===== src/lsu_pkg.sv =====
// Package with the operation codes, structs and constants of the load/store address unit.
package lsu_pkg;

    localparam int unsigned DATA_W = 32;
    localparam int unsigned REG_IDX_W = 4;
    localparam int unsigned FLAGS_W = 4;
    localparam logic [REG_IDX_W-1:0] SP_IDX = 4'hD;
    localparam logic [REG_IDX_W-1:0] PC_IDX = 4'hF;
    localparam logic [DATA_W-1:0] PC_AHEAD = 32'h0000_0004;
    localparam logic [DATA_W-1:0] PAIR_STEP = 32'h0000_0004;
    localparam logic [DATA_W-1:0] WORD_ALIGN_MASK = 32'hFFFF_FFFD;
    localparam logic [DATA_W-1:0] HALF_ALIGN_MASK = 32'hFFFF_FFFE;
    localparam int BYTE_W = 8;
    localparam int HALF_W = 16;
    localparam int OFS_W = 13;
    localparam logic signed [OFS_W-1:0] OFS_MAX_OFFSET = 13'sh0FFF;
    localparam logic signed [OFS_W-1:0] OFS_MAX_INDEXED = 13'sh00FF;
    localparam logic signed [OFS_W-1:0] OFS_MIN_SINGLE = -13'sh00FF;
    localparam logic signed [OFS_W-1:0] OFS_MAX_PAIR = 13'sh03FC;
    localparam logic signed [OFS_W-1:0] OFS_MIN_PAIR = -13'sh03FC;
    localparam logic signed [OFS_W-1:0] OFS_MAX_PCREL = 13'sh0FFF;

    typedef enum logic [2:0] {
        OP_ADDR_GEN = 3'h0,
        OP_LOAD = 3'h1,
        OP_STORE = 3'h2,
        OP_LOAD_PAIR = 3'h3,
        OP_STORE_PAIR = 3'h4
    } op_e;

    typedef enum logic [2:0] {
        SZ_BYTE = 3'h0,
        SZ_SIGNED_BYTE = 3'h1,
        SZ_HALF = 3'h2,
        SZ_SIGNED_HALF = 3'h3,
        SZ_WORD = 3'h4
    } size_e;

    typedef enum logic [1:0] {
        MODE_OFFSET = 2'h0,
        MODE_PRE = 2'h1,
        MODE_POST = 2'h2
    } mode_e;

    typedef struct packed {
        op_e op;
        size_e size;
        mode_e mode;
        logic cond_pass;
        logic signed [OFS_W-1:0] offset;
        logic [REG_IDX_W-1:0] base_register;
        logic [REG_IDX_W-1:0] transfer_register;
        logic [REG_IDX_W-1:0] second_transfer_register;
        logic [DATA_W-1:0] instr_addr;
        logic [DATA_W-1:0] base_value;
        logic [DATA_W-1:0] store_value;
        logic [DATA_W-1:0] store_value2;
    } instr_s;

    typedef struct packed {
        logic req;
        logic write;
        logic [DATA_W-1:0] addr;
        logic [DATA_W-1:0] wdata;
        logic [3:0] byte_en;
    } mem_req_s;

    typedef struct packed {
        logic en;
        logic [REG_IDX_W-1:0] idx;
        logic [DATA_W-1:0] data;
    } reg_wr_s;

endpackage


===== src/load_store_address_unit.sv =====
// Load/store address unit: address generation, memory sequencing and register writeback.
`timescale 1ns/1ps
module load_store_address_unit
    import lsu_pkg::*;
(
    input wire logic clk,
    input wire logic arst_n,
    input wire logic instr_valid,
    input instr_s instr,
    output logic instr_ready,
    output mem_req_s mem_req,
    input wire logic mem_ack,
    input wire logic [DATA_W-1:0] mem_rdata,
    output reg_wr_s reg_wr,
    output logic branch_valid,
    output logic [DATA_W-1:0] branch_target,
    output logic offset_fault,
    input wire logic [FLAGS_W-1:0] flags_in,
    output logic [FLAGS_W-1:0] flags_out
);

    // ****************************************************************
    // Helper functions
    // ****************************************************************
    function automatic logic [DATA_W-1:0] add_ofs(input logic [DATA_W-1:0] b, input logic signed [OFS_W-1:0] o);
        return b + DATA_W'(o);
    endfunction

    function automatic logic [3:0] lane_en(input size_e s, input logic [1:0] a);
        unique case (s)
            SZ_BYTE, SZ_SIGNED_BYTE: lane_en = 4'h1 << a;
            SZ_HALF, SZ_SIGNED_HALF: lane_en = a[1] ? 4'hC : 4'h3;
            default: lane_en = 4'hF;
        endcase
    endfunction

    function automatic logic [DATA_W-1:0] extend(input size_e s, input logic [DATA_W-1:0] d, input logic [1:0] a);
        logic [BYTE_W-1:0] b;
        logic [HALF_W-1:0] h;
        b = d[a*BYTE_W +: BYTE_W];
        h = a[1] ? d[DATA_W-1 -: HALF_W] : d[HALF_W-1:0];
        unique case (s)
            SZ_BYTE: extend = {{(DATA_W-BYTE_W){1'b0}}, b};
            SZ_SIGNED_BYTE: extend = {{(DATA_W-BYTE_W){b[BYTE_W-1]}}, b};
            SZ_HALF: extend = {{(DATA_W-HALF_W){1'b0}}, h};
            SZ_SIGNED_HALF: extend = {{(DATA_W-HALF_W){h[HALF_W-1]}}, h};
            default: extend = d;
        endcase
    endfunction

    // ****************************************************************
    // Sequencer
    // ****************************************************************
    typedef enum logic [3:0] {
        ST_IDLE = 4'b0001,
        ST_FIRST = 4'b0010,
        ST_SECOND = 4'b0100,
        ST_WBACK = 4'b1000
    } state_e;

    state_e state_q, state_d;
    instr_s ins_q, ins_d;
    logic [DATA_W-1:0] addr_q, addr_d;
    logic [DATA_W-1:0] wb_q, wb_d;
    logic instr_ready_d, branch_valid_d, offset_fault_d;
    logic [DATA_W-1:0] branch_target_d;
    mem_req_s mem_req_d;
    reg_wr_s reg_wr_d;
    logic pair, is_load, ofs_ok, mode_ok;
    logic [DATA_W-1:0] sum, pc_val, ld_val;

    always_comb begin
        pair = instr.op inside {OP_LOAD_PAIR, OP_STORE_PAIR};
        sum = add_ofs(instr.base_value, instr.offset);
        pc_val = (instr.instr_addr + PC_AHEAD) & WORD_ALIGN_MASK;
        mode_ok = instr.mode != MODE_POST || instr.op != OP_ADDR_GEN;
        if (instr.op == OP_ADDR_GEN) begin
            ofs_ok = instr.offset <= OFS_MAX_PCREL && instr.offset >= -OFS_MAX_PCREL;
        end else if (pair) begin
            ofs_ok = instr.offset[1:0] == 2'h0 && instr.offset <= OFS_MAX_PAIR
                && instr.offset >= OFS_MIN_PAIR;
        end else if (instr.mode == MODE_OFFSET) begin
            ofs_ok = instr.offset <= OFS_MAX_OFFSET && instr.offset >= OFS_MIN_SINGLE;
        end else begin
            ofs_ok = instr.offset <= OFS_MAX_INDEXED && instr.offset >= OFS_MIN_SINGLE;
        end
        is_load = ins_q.op inside {OP_LOAD, OP_LOAD_PAIR};
        ld_val = extend(ins_q.size, mem_rdata, addr_q[1:0]);
    end

    always_comb begin
        state_d = state_q;
        ins_d = ins_q;
        addr_d = addr_q;
        wb_d = wb_q;
        instr_ready_d = 1'b0;
        branch_valid_d = 1'b0;
        branch_target_d = branch_target;
        offset_fault_d = 1'b0;
        mem_req_d = mem_req;
        reg_wr_d = '0;
        unique case (state_q)
            ST_IDLE: begin
                if (instr_valid) begin
                    instr_ready_d = 1'b1;
                    ins_d = instr;
                    if (!instr.cond_pass) begin
                        state_d = ST_IDLE;
                    end else if (!ofs_ok || !mode_ok) begin
                        offset_fault_d = 1'b1;
                    end else if (instr.op == OP_ADDR_GEN) begin
                        reg_wr_d = '{en: 1'b1, idx: instr.transfer_register,
                                     data: add_ofs(pc_val, instr.offset)};
                    end else begin
                        addr_d = (instr.mode == MODE_POST) ? instr.base_value : sum;
                        wb_d = sum;
                        mem_req_d.req = 1'b1;
                        mem_req_d.write = instr.op inside {OP_STORE, OP_STORE_PAIR};
                        mem_req_d.addr = (instr.mode == MODE_POST) ? instr.base_value : sum;
                        mem_req_d.wdata = instr.store_value;
                        mem_req_d.byte_en = pair ? 4'hF : lane_en(instr.size,
                            instr.mode == MODE_POST ? instr.base_value[1:0] : sum[1:0]);
                        state_d = ST_FIRST;
                    end
                end
            end
            ST_FIRST: begin
                if (mem_ack) begin
                    mem_req_d.req = 1'b0;
                    if (is_load && ins_q.transfer_register == PC_IDX && ins_q.size == SZ_WORD
                        && ins_q.op == OP_LOAD) begin
                        branch_valid_d = 1'b1;
                        branch_target_d = mem_rdata & HALF_ALIGN_MASK;
                    end else if (is_load) begin
                        // A pair always moves whole words, whatever the size field carries.
                        reg_wr_d = '{en: 1'b1, idx: ins_q.transfer_register,
                                     data: (ins_q.op == OP_LOAD_PAIR) ? mem_rdata : ld_val};
                    end
                    if (ins_q.op inside {OP_LOAD_PAIR, OP_STORE_PAIR}) begin
                        addr_d = addr_q + PAIR_STEP;
                        mem_req_d.req = 1'b1;
                        mem_req_d.addr = addr_q + PAIR_STEP;
                        mem_req_d.wdata = ins_q.store_value2;
                        state_d = ST_SECOND;
                    end else begin
                        state_d = ST_WBACK;
                    end
                end
            end
            ST_SECOND: begin
                if (mem_ack) begin
                    mem_req_d.req = 1'b0;
                    if (is_load) begin
                        reg_wr_d = '{en: 1'b1, idx: ins_q.second_transfer_register, data: mem_rdata};
                    end
                    state_d = ST_WBACK;
                end
            end
            ST_WBACK: begin
                if (ins_q.mode != MODE_OFFSET) begin
                    reg_wr_d = '{en: 1'b1, idx: ins_q.base_register, data: wb_q};
                end
                state_d = ST_IDLE;
            end
            default: state_d = ST_IDLE;
        endcase
    end

    always_ff @(posedge clk or negedge arst_n) begin
        if (!arst_n) begin
            state_q <= ST_IDLE;
            ins_q <= '0;
            addr_q <= '0;
            wb_q <= '0;
            instr_ready <= 1'b0;
            branch_valid <= 1'b0;
            branch_target <= '0;
            offset_fault <= 1'b0;
            mem_req <= '0;
            reg_wr <= '0;
            flags_out <= '0;
        end else begin
            state_q <= state_d;
            ins_q <= ins_d;
            addr_q <= addr_d;
            wb_q <= wb_d;
            instr_ready <= instr_ready_d;
            branch_valid <= branch_valid_d;
            branch_target <= branch_target_d;
            offset_fault <= offset_fault_d;
            mem_req <= mem_req_d;
            reg_wr <= reg_wr_d;
            // No operation of this unit alters the condition flags, so they pass through.
            flags_out <= flags_in;
        end
    end

    // ****************************************************************
    // Checks
    // ****************************************************************
    flags_pass_a: assert property (@(posedge clk) disable iff (!arst_n) ##1 flags_out == $past(flags_in))
        else $error("flags changed");
    cond_fail_a: assert property (@(posedge clk) disable iff (!arst_n)
        state_q == ST_IDLE && instr_valid && !instr.cond_pass |=> !reg_wr.en && !mem_req.req)
        else $error("failed condition had an effect");
    adr_result_a: assert property (@(posedge clk) disable iff (!arst_n)
        state_q == ST_IDLE && instr_valid && instr.cond_pass && ofs_ok && instr.op == OP_ADDR_GEN
        && instr.mode != MODE_POST |=> reg_wr.en && reg_wr.idx == $past(instr.transfer_register)
        && reg_wr.data == (($past(instr.instr_addr) + PC_AHEAD) & WORD_ALIGN_MASK) + DATA_W'($past(instr.offset)))
        else $error("address generate result wrong");
    post_addr_a: assert property (@(posedge clk) disable iff (!arst_n)
        state_q == ST_IDLE && instr_valid && instr.cond_pass && ofs_ok && instr.op != OP_ADDR_GEN
        && instr.mode == MODE_POST |=> mem_req.req && mem_req.addr == $past(instr.base_value))
        else $error("post-index address wrong");
    pre_addr_a: assert property (@(posedge clk) disable iff (!arst_n)
        state_q == ST_IDLE && instr_valid && instr.cond_pass && ofs_ok && instr.op != OP_ADDR_GEN
        && instr.mode != MODE_POST |=> mem_req.addr == $past(instr.base_value) + DATA_W'($past(instr.offset)))
        else $error("offset address wrong");
    pair_step_a: assert property (@(posedge clk) disable iff (!arst_n)
        state_q == ST_FIRST && mem_ack && ins_q.op inside {OP_LOAD_PAIR, OP_STORE_PAIR}
        |=> mem_req.addr == $past(addr_q) + PAIR_STEP)
        else $error("second word address wrong");
    pc_branch_a: assert property (@(posedge clk) disable iff (!arst_n)
        branch_valid |-> branch_target == {$past(mem_rdata[DATA_W-1:1]), 1'b0})
        else $error("branch target wrong");
    range_fault_a: assert property (@(posedge clk) disable iff (!arst_n)
        state_q == ST_IDLE && instr_valid && instr.cond_pass && pair && instr.offset[1:0] != 2'h0
        |=> offset_fault && !mem_req.req)
        else $error("unaligned pair offset accepted");

endmodule


===== config.mk =====
export PLATFORM = sky130hd
export DESIGN_NAME = load_store_address_unit
export DESIGN_NICKNAME = d
export VERILOG_FILES = /design/src/lsu_pkg.sv /design/src/load_store_address_unit.sv
export SDC_FILE = /design/constraint.sdc
export NUM_CORES = 1
export LEC_CHECK = 0
export BUFFER_PORTS_ARGS = -buffer_cell sky130_fd_sc_hd__buf_2
export CAP_MARGIN = 0
export CORE_MARGIN = 1
export CORE_UTILIZATION = 30
export CTS_CLUSTER_DIAMETER = 100
export DETAILED_ROUTE_END_ITERATION = 6
export PLACE_DENSITY_LB_ADDON = 0.3
export SYNTH_ARGS = -nofsm -noshare
export SYNTH_HDL_FRONTEND = slang
export SYNTH_SLANG_ARGS = --single-unit
export TNS_END_PERCENT = 5

===== constraint.sdc =====
create_clock -name clk -period 2.6 [get_ports clk]
set_input_delay 0 -clock clk [delete_from_list [all_inputs] [get_ports clk]]
set_output_delay 0 -clock clk [all_outputs]
set_load 0.005 [all_outputs]

[Word-level counts from Yosys, hierarchy flattened]
Index checks and enable logic that the tools add are counted.
Word-level totals
  bits in registers: 265
  input bits: 202
  output and inout bits: 146
  word-level logic and storage cells: 156
Operators by class
  $add $sub $neg: 4
  order comparisons: 6
  equal/unequal tests: 29
  shift operators: 2
  muxes and demuxes: 57
  bitwise logic cells: 2
  reductions and logical operators: 33
Operators with widths (count)
  37-bit two-way mux: 10
  70-bit two-way mux: 4
  32-bit two-way mux: 8
  37-bit one-hot mux with 4 select lines: 1
  64-bit two-way mux: 2
  32-bit one-hot mux with 4 select lines: 1
  64-bit one-hot mux with 2 select lines: 1
  32-bit by 3-bit adder with 32-bit output (second input constant): 2
  32-bit adder: 2
  32-bit one-hot mux with 2 select lines: 1
  4-bit two-way mux: 9
  32-bit by 6-bit indexed part select with 8-bit output: 1
  3-bit by 2-bit == test with 1-bit output (second input constant): 7
  16-bit two-way mux: 1
  2-bit inequality test (second input constant): 8
  1-bit two-way mux: 15
  7-bit AND reduction: 2
  13-bit by 11-bit >= comparator with 1-bit output (second input constant): 1
  13-bit >= comparator (second input constant): 1
  13-bit by 9-bit >= comparator with 1-bit output (second input constant): 1
  13-bit by 11-bit less-or-equal comparator with 1-bit output (second input constant): 1
  13-bit less-or-equal comparator (second input constant): 1
  13-bit by 9-bit less-or-equal comparator with 1-bit output (second input constant): 1
  4-bit one-hot mux with 3 select lines: 1
  other kinds (24): 51

[Depth between registers and ports, before layout]
Gate-level depths: netlist (run 1).
  depth after elaboration: 11
  mapped depth: 16
  gate-level depth less buffers: 16

[Worst setup path before layout (run 1)]
No wires, ideal clock.
  path kind: input-to-reg
  start point: input port instr[103] in the netlist's numbering
  end point: register reg_wr[31] in the netlist's numbering
  library setup time: 0.132 ns
  arrival: 2.771 ns
  data required time: 2.468 ns
  path slack: -0.303 ns
  stages on the path: 16
  path buffers: 1
  path through: and3_1 > nand4_1 > inv_1 > and4_1 > xor2_1 > ha_1 > clkbuf_1 > a21oi_1 > o21ai_0 > a2111oi_0 > a21o_1 > o21ai_1 > a211o_1 > a21oi_1 > xnor2_1 > o21ai_1
RTL lines
  start, declared: RTL line load_store_address_unit.sv:9  | input instr_s instr,
  end signal, assigned: RTL line load_store_address_unit.sv:192  | reg_wr <= reg_wr_d;
  end, declared: RTL line load_store_address_unit.sv:14  | output reg_wr_s reg_wr,

[Final worst setup path (run 1)]
  start point: input port instr[73] in the netlist's numbering
  end point: register mem_req[63] in the netlist's numbering
On the way
  word-level cells in the longest chain between the ends: 7
Ends and longest elaborated chain
  32-bit adder: RTL line load_store_address_unit.sv:26  | return b + DATA_W'(o);
  32-bit two-way mux: RTL line load_store_address_unit.sv:119  | mem_req_d.addr = (instr.mode == MODE_POST) ? instr.base_value : sum;
  70-bit two-way mux: RTL line load_store_address_unit.sv:111  | end else if (instr.op == OP_ADDR_GEN) begin
  70-bit two-way mux: RTL line load_store_address_unit.sv:109  | end else if (!ofs_ok || !mode_ok) begin
  70-bit two-way mux: RTL line load_store_address_unit.sv:107  | if (!instr.cond_pass) begin
  70-bit two-way mux: RTL line load_store_address_unit.sv:104  | if (instr_valid) begin
  64-bit one-hot mux with 2 select lines: RTL line load_store_address_unit.sv:102  | unique case (state_q)
  end signal, assigned: RTL line load_store_address_unit.sv:191  | mem_req <= mem_req_d;
  end, declared: RTL line load_store_address_unit.sv:11  | output mem_req_s mem_req,
Every way passes these cells. The select of a mux whose other input is x is not followed.
A chain may end at the register's enable or synchronous reset.

==> metrics.md, run 1 <==
| Metric | Value |
|---|---|
| Post-route ant nets | 0 |
| Hold crit path type | input pin to flip-flop |
| Layout Cell Area excl Fill | 23700 sq um |
| Peak supply drop | 0.520 mV |
| # DRC | 27 |
| Vias post-DR | 16800 |
| Fin cells | 3278 |
| Net switching power | 4.75 mW |
| Post-synthesis register bit count | 265 |
| Pwr Total | 14.5 mW |
| Multi-input gate area | 9250 sq um |
| Sw Ratio | 0.327 |
| FFs w/ async S/R, synth | 1.00 |
| Synth unique cells | 82 |
| Relative slew slack | 0.551 |
| Clock skew | 0.0145 ns |
| Rows | 84 |
| Post-synth EDFFs | 0 |
| Final Hold Vio Count | 0 |
| Yosys warns | 0 |
| Core Box Area | 52900 sq um |
| CTS tree | done |
| IO Port Bufs | 345 |
| Die area | 54700 sq um |
| Synthesized area | 16100 sq um |
| Pins Over Slew Limit | 0 |
| Vias in the first global route | 16600 |
| Die span in x | 234 um |
| Pint | 9.75 mW |
| CP required | 3.11 ns |
| GRT overflow | 0 |
| Synth Instances | 1827 |
| Max FO, Critical Path | 4 |
| Routed vias/inst | 5.13 |
| GRT Overall Usage | 0.224 |
| Setup Viol. Count Final | 0 |
| Hpwl dp | 47700 um |
| Initial antenna violation count | 6 |
| Setup CP Type | input pin to flip-flop |
| Largest net degree at the start of global routing | 74 |
| Layout cells sized above 1 | 0.324 |
| Placed cells | 3061 |
| FF+latch area | 6630 sq um |
| DRT Pass-1 Iters | 7 |
| Nets | 2839 |
| Starting Density | 0.305 |
| Max Buffers Root-to-Sink | 3 |
| Post-Syn Area per Cell | 8.83 sq um |
| Post-synth top flop | dfrtp_1 |
| Status | complete, but fails checks |
| Crit path launch type | input pin |
| Worst skew pair latency | 0.59 ns |
| Die Ht | 234 um |
| RSZ-0062 raised after global routing | yes |
| Gpl congestion | 0.943 |
| H-tree lvl count | 1 |
| Root buffer cell | clkbuf_16 |
| Critical path arrival | 3.06 ns |
| Maxcap violations | 0 |
| Filler cells | 5109 |
| Worst setup EP type | flip-flop |
| Placed cell area | 20800 sq um |
| Worst slew pin tran | 0.655 ns |
| Fmax | 392 MHz |
| Clk slew on worst S/H paths | 0.06 ns |
| Area growth syn-to-layout | 46.6% |
| I/O pin total | 348 |
| Period utilization | 0.980 |
| Initial drt markers | 1093 |
| Syn Nets | 2101 |
| Period minus WS final | 2.55 ns |
| # clock sinks | 265 |
| First-pass GRT wire length | 95200 um |
| Clk network pwr share | 0.310 |
| PD cells | 613 nW/um^2 |
| Post-synthesis sequential area ratio | 0.411 |
| Sequential power share | 0.394 |
| Routed wire per std cell | 19.1 um |
| Logic pwr share | 0.297 |
| DRT Wirelength | 62700 um |
| Leak | 11.6 nW |
| Failing checks | DRC |
| Number of CTS-inserted buffers | 31 |
power by group through the flow:
stage	clock network, mW	registers (mW)	logic [mW]
CTS	4.63	5.68	4.26
global placement	0	5.70	3.99
detailed placement	0	5.74	4.03
finish	4.49	5.70	4.30
floorplan	0	5.57	2.08
global route	4.78	5.81	4.74
cell usage in the layout, fill, tap and decap left out, types with 6 or more instances in the layout:
| master | count |
|---|---|
| a21o_1 | 38 |
| buf_12 | 12 |
| a211oi_1 | 41 |
| a31oi_1 | 17 |
| o31ai_1 | 8 |
| buf_4 | 290 |
| xnor2_1 | 61 |
| nand4_1 | 23 |
| dfrtp_1 | 264 |
| nand3_1 | 53 |
| o21a_1 | 11 |
| dlygate4sd3_1 | 155 |
| a22oi_1 | 7 |
| nor2b_1 | 6 |
| ha_1 | 71 |
| or3_1 | 10 |
| clkinv_2 | 6 |
| buf_6 | 6 |
| mux2_2 | 65 |
| o211ai_1 | 15 |
| o21ai_0 | 91 |
| buf_2 | 341 |
| o21ai_1 | 20 |
| nand2_1 | 326 |
| nand2b_1 | 9 |
| nor3_1 | 23 |
| a221o_1 | 10 |
| a221oi_1 | 26 |
| mux2i_1 | 7 |
| inv_1 | 29 |
| and2_1 | 10 |
| clkbuf_16 | 31 |
| a21oi_2 | 7 |
| nor2_1 | 161 |
| xor2_1 | 46 |
| and3_1 | 44 |
| a21oi_1 | 96 |
area by class of cell:
| type | instances | area share |
|---|---|---|
| clock inverters | 14 | 0.00735 |
| well taps | 688 | 0.0364 |
| flip-flops and latches | 265 | 0.280 |
| inverters | 30 | 0.00476 |
| clock buffers | 39 | 0.0362 |
| repair buffers | 805 | 0.243 |
| multi-input cells | 1432 | 0.391 |
| diodes | 5 | 0.000529 |
cells by family (layout without fill, tap and decap cells):
logic type | Yosys count | count (layout) | synth area share
adders and majority gates | 72 | 72 | 0.0563
other | 1 | 6 | 0.000232
muxes | 73 | 73 | 0.0503
and+or+nand+nor | 717 | 717 | 0.201
buffers and inverters | 130 | 888 | 0.0327
xor gates and xnor gates | 112 | 112 | 0.0608
AOI/OAI and AO/OA | 457 | 457 | 0.188
DFF | 265 | 265 | 0.411
cell usage after synthesis (all sizes together), types with 4 or more instances:
| cell | count | area share |
|---|---|---|
| nand2 | 328 | 0.076 |
| dfrtp | 264 | 0.41 |
| nor2 | 164 | 0.038 |
| o21ai | 113 | 0.035 |
| a21oi | 103 | 0.032 |
| clkbuf | 72 | 0.017 |
| ha | 71 | 0.055 |
| mux2 | 65 | 0.045 |
| xnor2 | 65 | 0.035 |
| nand3 | 55 | 0.017 |
| and3 | 48 | 0.019 |
| xor2 | 47 | 0.026 |
| a211oi | 44 | 0.020 |
| a21o | 38 | 0.018 |
| inv | 30 | 0.0070 |
| buf | 28 | 0.0090 |
| nor3 | 28 | 0.0099 |
| a221oi | 27 | 0.015 |
| nand4 | 24 | 0.0097 |
| a31oi | 20 | 0.0078 |
| o211ai | 15 | 0.0070 |
| and2 | 11 | 0.0043 |
| o21a | 11 | 0.0051 |
| or3 | 11 | 0.0043 |
| a221o | 10 | 0.0062 |
| nand2b | 9 | 0.0035 |
| o31ai | 9 | 0.0042 |
| mux2i | 8 | 0.0050 |
| nor2b | 8 | 0.0031 |
| a22oi | 7 | 0.0033 |
| a211o | 6 | 0.0033 |
| a311oi | 6 | 0.0033 |
| and4 | 6 | 0.0033 |
| or4 | 6 | 0.0033 |
| a21boi | 5 | 0.0023 |
| o21bai | 5 | 0.0023 |
| o22ai | 5 | 0.0027 |
| or2 | 5 | 0.0019 |
| a222oi | 4 | 0.0025 |
| o22a | 4 | 0.0022 |
worst max-delay path, cell delays in order:
cell and delay, ns:
dlygate4sd3_1 0.53, buf_2 0.15, ha_1 0.32, nand4_1 0.11
a211oi_1 0.23, o21ai_1 0.19, a211o_1 0.39, o221ai_2 0.24
a21oi_2 0.11, or4_1 0.40, and3_1 0.21, nor3_2 0.18
flip-flops by register name (all words and copies together) (netlist names):
name           flops
state_q            4
addr_q            32
flags_out          4
offset_fault       1
branch_valid       1
ins_q             52
mem_req           70
reg_wr            37
branch_target     31
instr_ready        1
wb_q              32
layer usage:
metal  track usage  vias to the layer above  wire [um]
met4        0.0806                        2       2190
met2         0.368                      490      29100
met1         0.302                     8206      28400
li1              -                     8008          -
met5             0                        -         12
met3        0.0274                      118       3050
final timing paths:
path | endpoint | cells past startpoint | start | slack [ns]
worst min-delay path | addr_q[18] | 4 | instr[82] | 0.02
worst max-delay path | mem_req[63] | 12 | instr[73] | 0.05
min in group asynchronous | mem_req[33] | 3 | arst_n | 0.50
worst min register to register | ins_q[31] | 2 | ins_q[31] | 0.47
worst max register to register | mem_req[63] | 8 | addr_q[16] | 0.08
max in group asynchronous | branch_target[8] | 4 | arst_n | 0.74
per-stage QoR:
stage          hold slack (ns)  setup WS, ns  setup TNS, ns  utilization
6_report                0.0219        0.0513              0        0.447
5_1_grt                 0.0238       -0.0934         -0.570        0.447
3_3_place_gp            0.0281        -0.449         -11.76        0.393
2_1_floorplan           -0.296        -0.209         -0.620            -
4_1_cts                0.00241        0.0125              0        0.442
3_5_place_dp            0.0257        -0.565         -12.93        0.393
repair_timing:
item                                    in CTS  in global routing
endpoints found under the setup margin      18                 55
buffers inserted                             0                  4
hold endpoints to repair                   438                  0
pin swaps                                    1                 24
gates resized for setup                      4                 50
hold buffers                               155                  0
(Power assumes the default switching activity.)
==> inputs of run 2 (changes only) <==
--- a/config.mk
+++ b/config.mk
@@ -9,6 +9,7 @@
 export CAP_MARGIN = 0
 export CORE_MARGIN = 1
 export CORE_UTILIZATION = 30
+export CTS_BUF_LIST = sky130_fd_sc_hd__clkbuf_8
 export CTS_CLUSTER_DIAMETER = 100
 export DETAILED_ROUTE_END_ITERATION = 6
 export PLACE_DENSITY_LB_ADDON = 0.3
==> metrics.md, run 2 (synthesis results as in run 1) <==
| Metric | Value |
|---|---|
| Status | complete, but fails checks (unchanged) |
| Failing checks | DRC (unchanged) |
| Starting Density | 0.305 (unchanged) |
| Sequential power share | 0.392 (was 0.394) |
| Pins Over Slew Limit | 0 (unchanged) |
| Die Ht | 234 um (unchanged) |
| IO Port Bufs | 345 (unchanged) |
| Net switching power | 4.81 mW (was 4.75 mW) |
| Multi-input gate area | 9180 sq um (was 9250 sq um) |
| Max FFs per register | 70 (unchanged) |
| Max Buffers Root-to-Sink | 3 (unchanged) |
| Pwr Total | 14.6 mW (was 14.5 mW) |
| Vias in the first global route | 16900 (was 16600) |
| Routed wire per std cell | 19.0 um (was 19.1 um) |
| CTS tree | done (unchanged) |
| CP required | 3.18 ns (was 3.11 ns) |
| Worst path bufs/invs | 5 (was 2) |
| Worst Hold Depth | 5 (was 4) |
| Placed cell area | 20800 sq um (unchanged) |
| Largest net degree at the start of global routing | 77 (was 74) |
| Most frequent cells in the layout | buf_2 (344), nand2_1 (326), buf_4 (290) (was buf_2 (341), nand2_1 (326), buf_4 (290)) |
| Fin worst setup slack | 0.0261 ns (was 0.0513 ns) |
| Gpl congestion | 0.943 (unchanged) |
| Critical path arrival | 3.15 ns (was 3.06 ns) |
| Max FO, Critical Path | 7 (was 4) |
| Clk network pwr share | 0.313 (was 0.310) |
| Worst Hold Launch | instr[143] (was instr[82]) |
| Relative slew slack | 0.550 (was 0.551) |
| Layout Cell Area excl Fill | 23700 sq um (about the same) |
| Crit path launch type | input pin (unchanged) |
| Hold slack | 0.0593 ns (was 0.0219 ns) |
| H-tree lvl count | 2 (was 1) |
| Register-to-Register Path Depth | 8 (unchanged) |
| Filler cells | 5136 (was 5109) |
| Min-Delay Endpoint | reg_wr[3] (was addr_q[18]) |
| Crit path max-delay family | buffers and inverters (was compound AO/OA/AOI/OAI gates) |
| RSZ-0062 raised after global routing | yes (unchanged) |
| Period minus WS final | 2.57 ns (was 2.55 ns) |
| Final Hold Vio Count | 0 (unchanged) |
| GRT overflow | 0 (unchanged) |
| Crit-path cells | dlygate4sd3_1 -> buf_2 -> nand3b_1 -> a21boi_0 -> buf_4 -> nand2b_1 -> o22ai_2 -> and3_1 -> nand2_2 -> buf_4 -> o31ai_1 -> dlygate4sd3_1 (was dlygate4sd3_1 -> buf_2 -> ha_1 -> nand4_1 -> a211oi_1 -> o21ai_1 -> a211o_1 -> o221ai_2 -> a21oi_2 -> or4_1 -> and3_1 -> nor3_2) |
| Vias post-DR | 17100 (was 16800) |
| PD cells | 614 nW/um^2 (was 613 nW/um^2) |
| Sum of negative setup slack | 0 ns (unchanged) |
| Nets | 2865 (was 2839) |
| Worst setup EP type | flip-flop (unchanged) |
| Period utilization | 0.990 (was 0.980) |
| Area growth syn-to-layout | 47.1% (was 46.6%) |
| Clk slew on worst S/H paths | 0.07 ns (was 0.06 ns) |
| Setup Viol. Count Final | 0 (unchanged) |
| Die area | 54700 sq um (unchanged) |
| DRT Pass-1 Iters | 7 (unchanged) |
| GRT Overall Usage | 0.227 (was 0.224) |
| # DRC | 28 (was 27) |
| Rows | 84 (unchanged) |
| Logic pwr share | 0.295 (was 0.297) |
| Number of CTS-inserted buffers | 49 (was 31) |
| Worst slew pin tran | 0.657 ns (was 0.655 ns) |
| # clock sinks | 265 (unchanged) |
| Setup CP Type | input pin to flip-flop (unchanged) |
| Initial drt markers | 1024 (was 1093) |
| Worst R2R End | mem_req[63] (unchanged) |
| Fmax | 389 MHz (was 392 MHz) |
| Layout cells sized above 1 | 0.323 (was 0.324) |
| Worst skew pair latency | 0.65 ns (was 0.59 ns) |
| Register-to-register setup slack | 0.08 ns (about the same) |
| Top flop regs | mem_req: 70 flops, ins_q: 52 flops, reg_wr: 37 flops (unchanged) |
| Initial antenna violation count | 7 (was 6) |
| DRT Wirelength | 63200 um (was 62700 um) |
| Die span in x | 234 um (unchanged) |
| Root buffer cell | clkbuf_8 (was clkbuf_16) |
| CP max-delay cell | dlygate4sd3_1 (unchanged) |
| Hpwl dp | 47700 um (unchanged) |
| Pint | 9.75 mW (about the same) |
| Maxcap violations | 0 (unchanged) |
| Routed vias/inst | 5.13 (about the same) |
| Pre-CTS setup slack | -0.565 ns (unchanged) |
| Peak supply drop | 0.267 mV (was 0.520 mV) |
| I/O pin total | 348 (unchanged) |
| FF+latch area | 6630 sq um (unchanged) |
| Post-route ant nets | 0 (unchanged) |
| Reg2reg start | addr_q[7] (was addr_q[16]) |
| Hold crit path type | input pin to flip-flop (unchanged) |
| Worst path max stage delay | 0.57 ns (was 0.53 ns) |
| Clock skew | 0.0331 ns (was 0.0145 ns) |
| Commonest non-fill, non-tap cell in the layout | buf_2 (unchanged) |
| Leak | 11.8 nW (was 11.6 nW) |
| Sw Ratio | 0.330 (was 0.327) |
| First-pass GRT wire length | 95900 um (was 95200 um) |
| Top reg by flops | mem_req (unchanged) |
| Core Box Area | 52900 sq um (unchanged) |
[run 2: worst min-delay path, delay by kind of cell]
| kind | cells | cell delay [ns] |
|---|---|---|
| compound gates | 1 | 0.15 |
| xor+xnor | 1 | 0.12 |
| fa+ha+maj | 1 | 0.16 |
| buf+inv | 2 | 0.25 |
[run 2: repair_timing]
| item | 4_1_cts | 5_1_grt |
|---|---|---|
| hold endpoints to repair | 494 | 0 |
| pin swaps | 1 | 9 |
| endpoints found under the setup margin | 19 | 56 |
| setup buffers | 0 | 1 |
| hold buffers | 166 | 0 |
| gates resized for setup | 4 | 25 |
[run 2: through the flow]
step | std cells | util
2_1_floorplan | 1827 | -
6_report | 3323 | 0.449
3_5_place_dp | 3061 | 0.393
4_1_cts | 3316 | 0.446
3_3_place_gp | 3061 | 0.393
5_1_grt | 3323 | 0.449
[run 2: area by class of cell]
cell class | instances | area share
Inverter | 30 | 0.00475
Clock inverter | 28 | 0.0113
Clock buffer | 61 | 0.0354
Antenna cell | 6 | 0.000633
Timing Repair Buffer | 813 | 0.245
Tap cell | 688 | 0.0363
Sequential cell | 265 | 0.280
Multi-Input combinational cell | 1432 | 0.387
[run 2: worst max-delay path by stage]
stage	from	to	cells past startpoint
global placement	instr[103]	reg_wr[28]	17
finish	instr[161]	mem_req[68]	12
CTS	state_q[0]	mem_req[61]	9
global route	instr[161]	mem_req[68]	12
floorplan	instr[109]	reg_wr[31]	15
detailed placement	instr[103]	reg_wr[31]	17
[run 2: metal layers]
metal	global-route usage	up-vias	wire length (um)
li1	-	8077	-
met1	0.300	8295	28200
met2	0.368	549	29200
met3	0.0379	139	3360
met4	0.0901	2	2380
met5	0	-	12
[run 2: power by group through the flow]
stage          Sequential, mW  Combinational [mW]  Clock [mW]
6_report                 5.70                4.30        4.56
5_1_grt                  5.81                4.73        4.91
4_1_cts                  5.68                4.27        4.72
3_5_place_dp             5.74                4.03           0
3_3_place_gp             5.70                3.99           0
2_1_floorplan            5.57                2.08           0
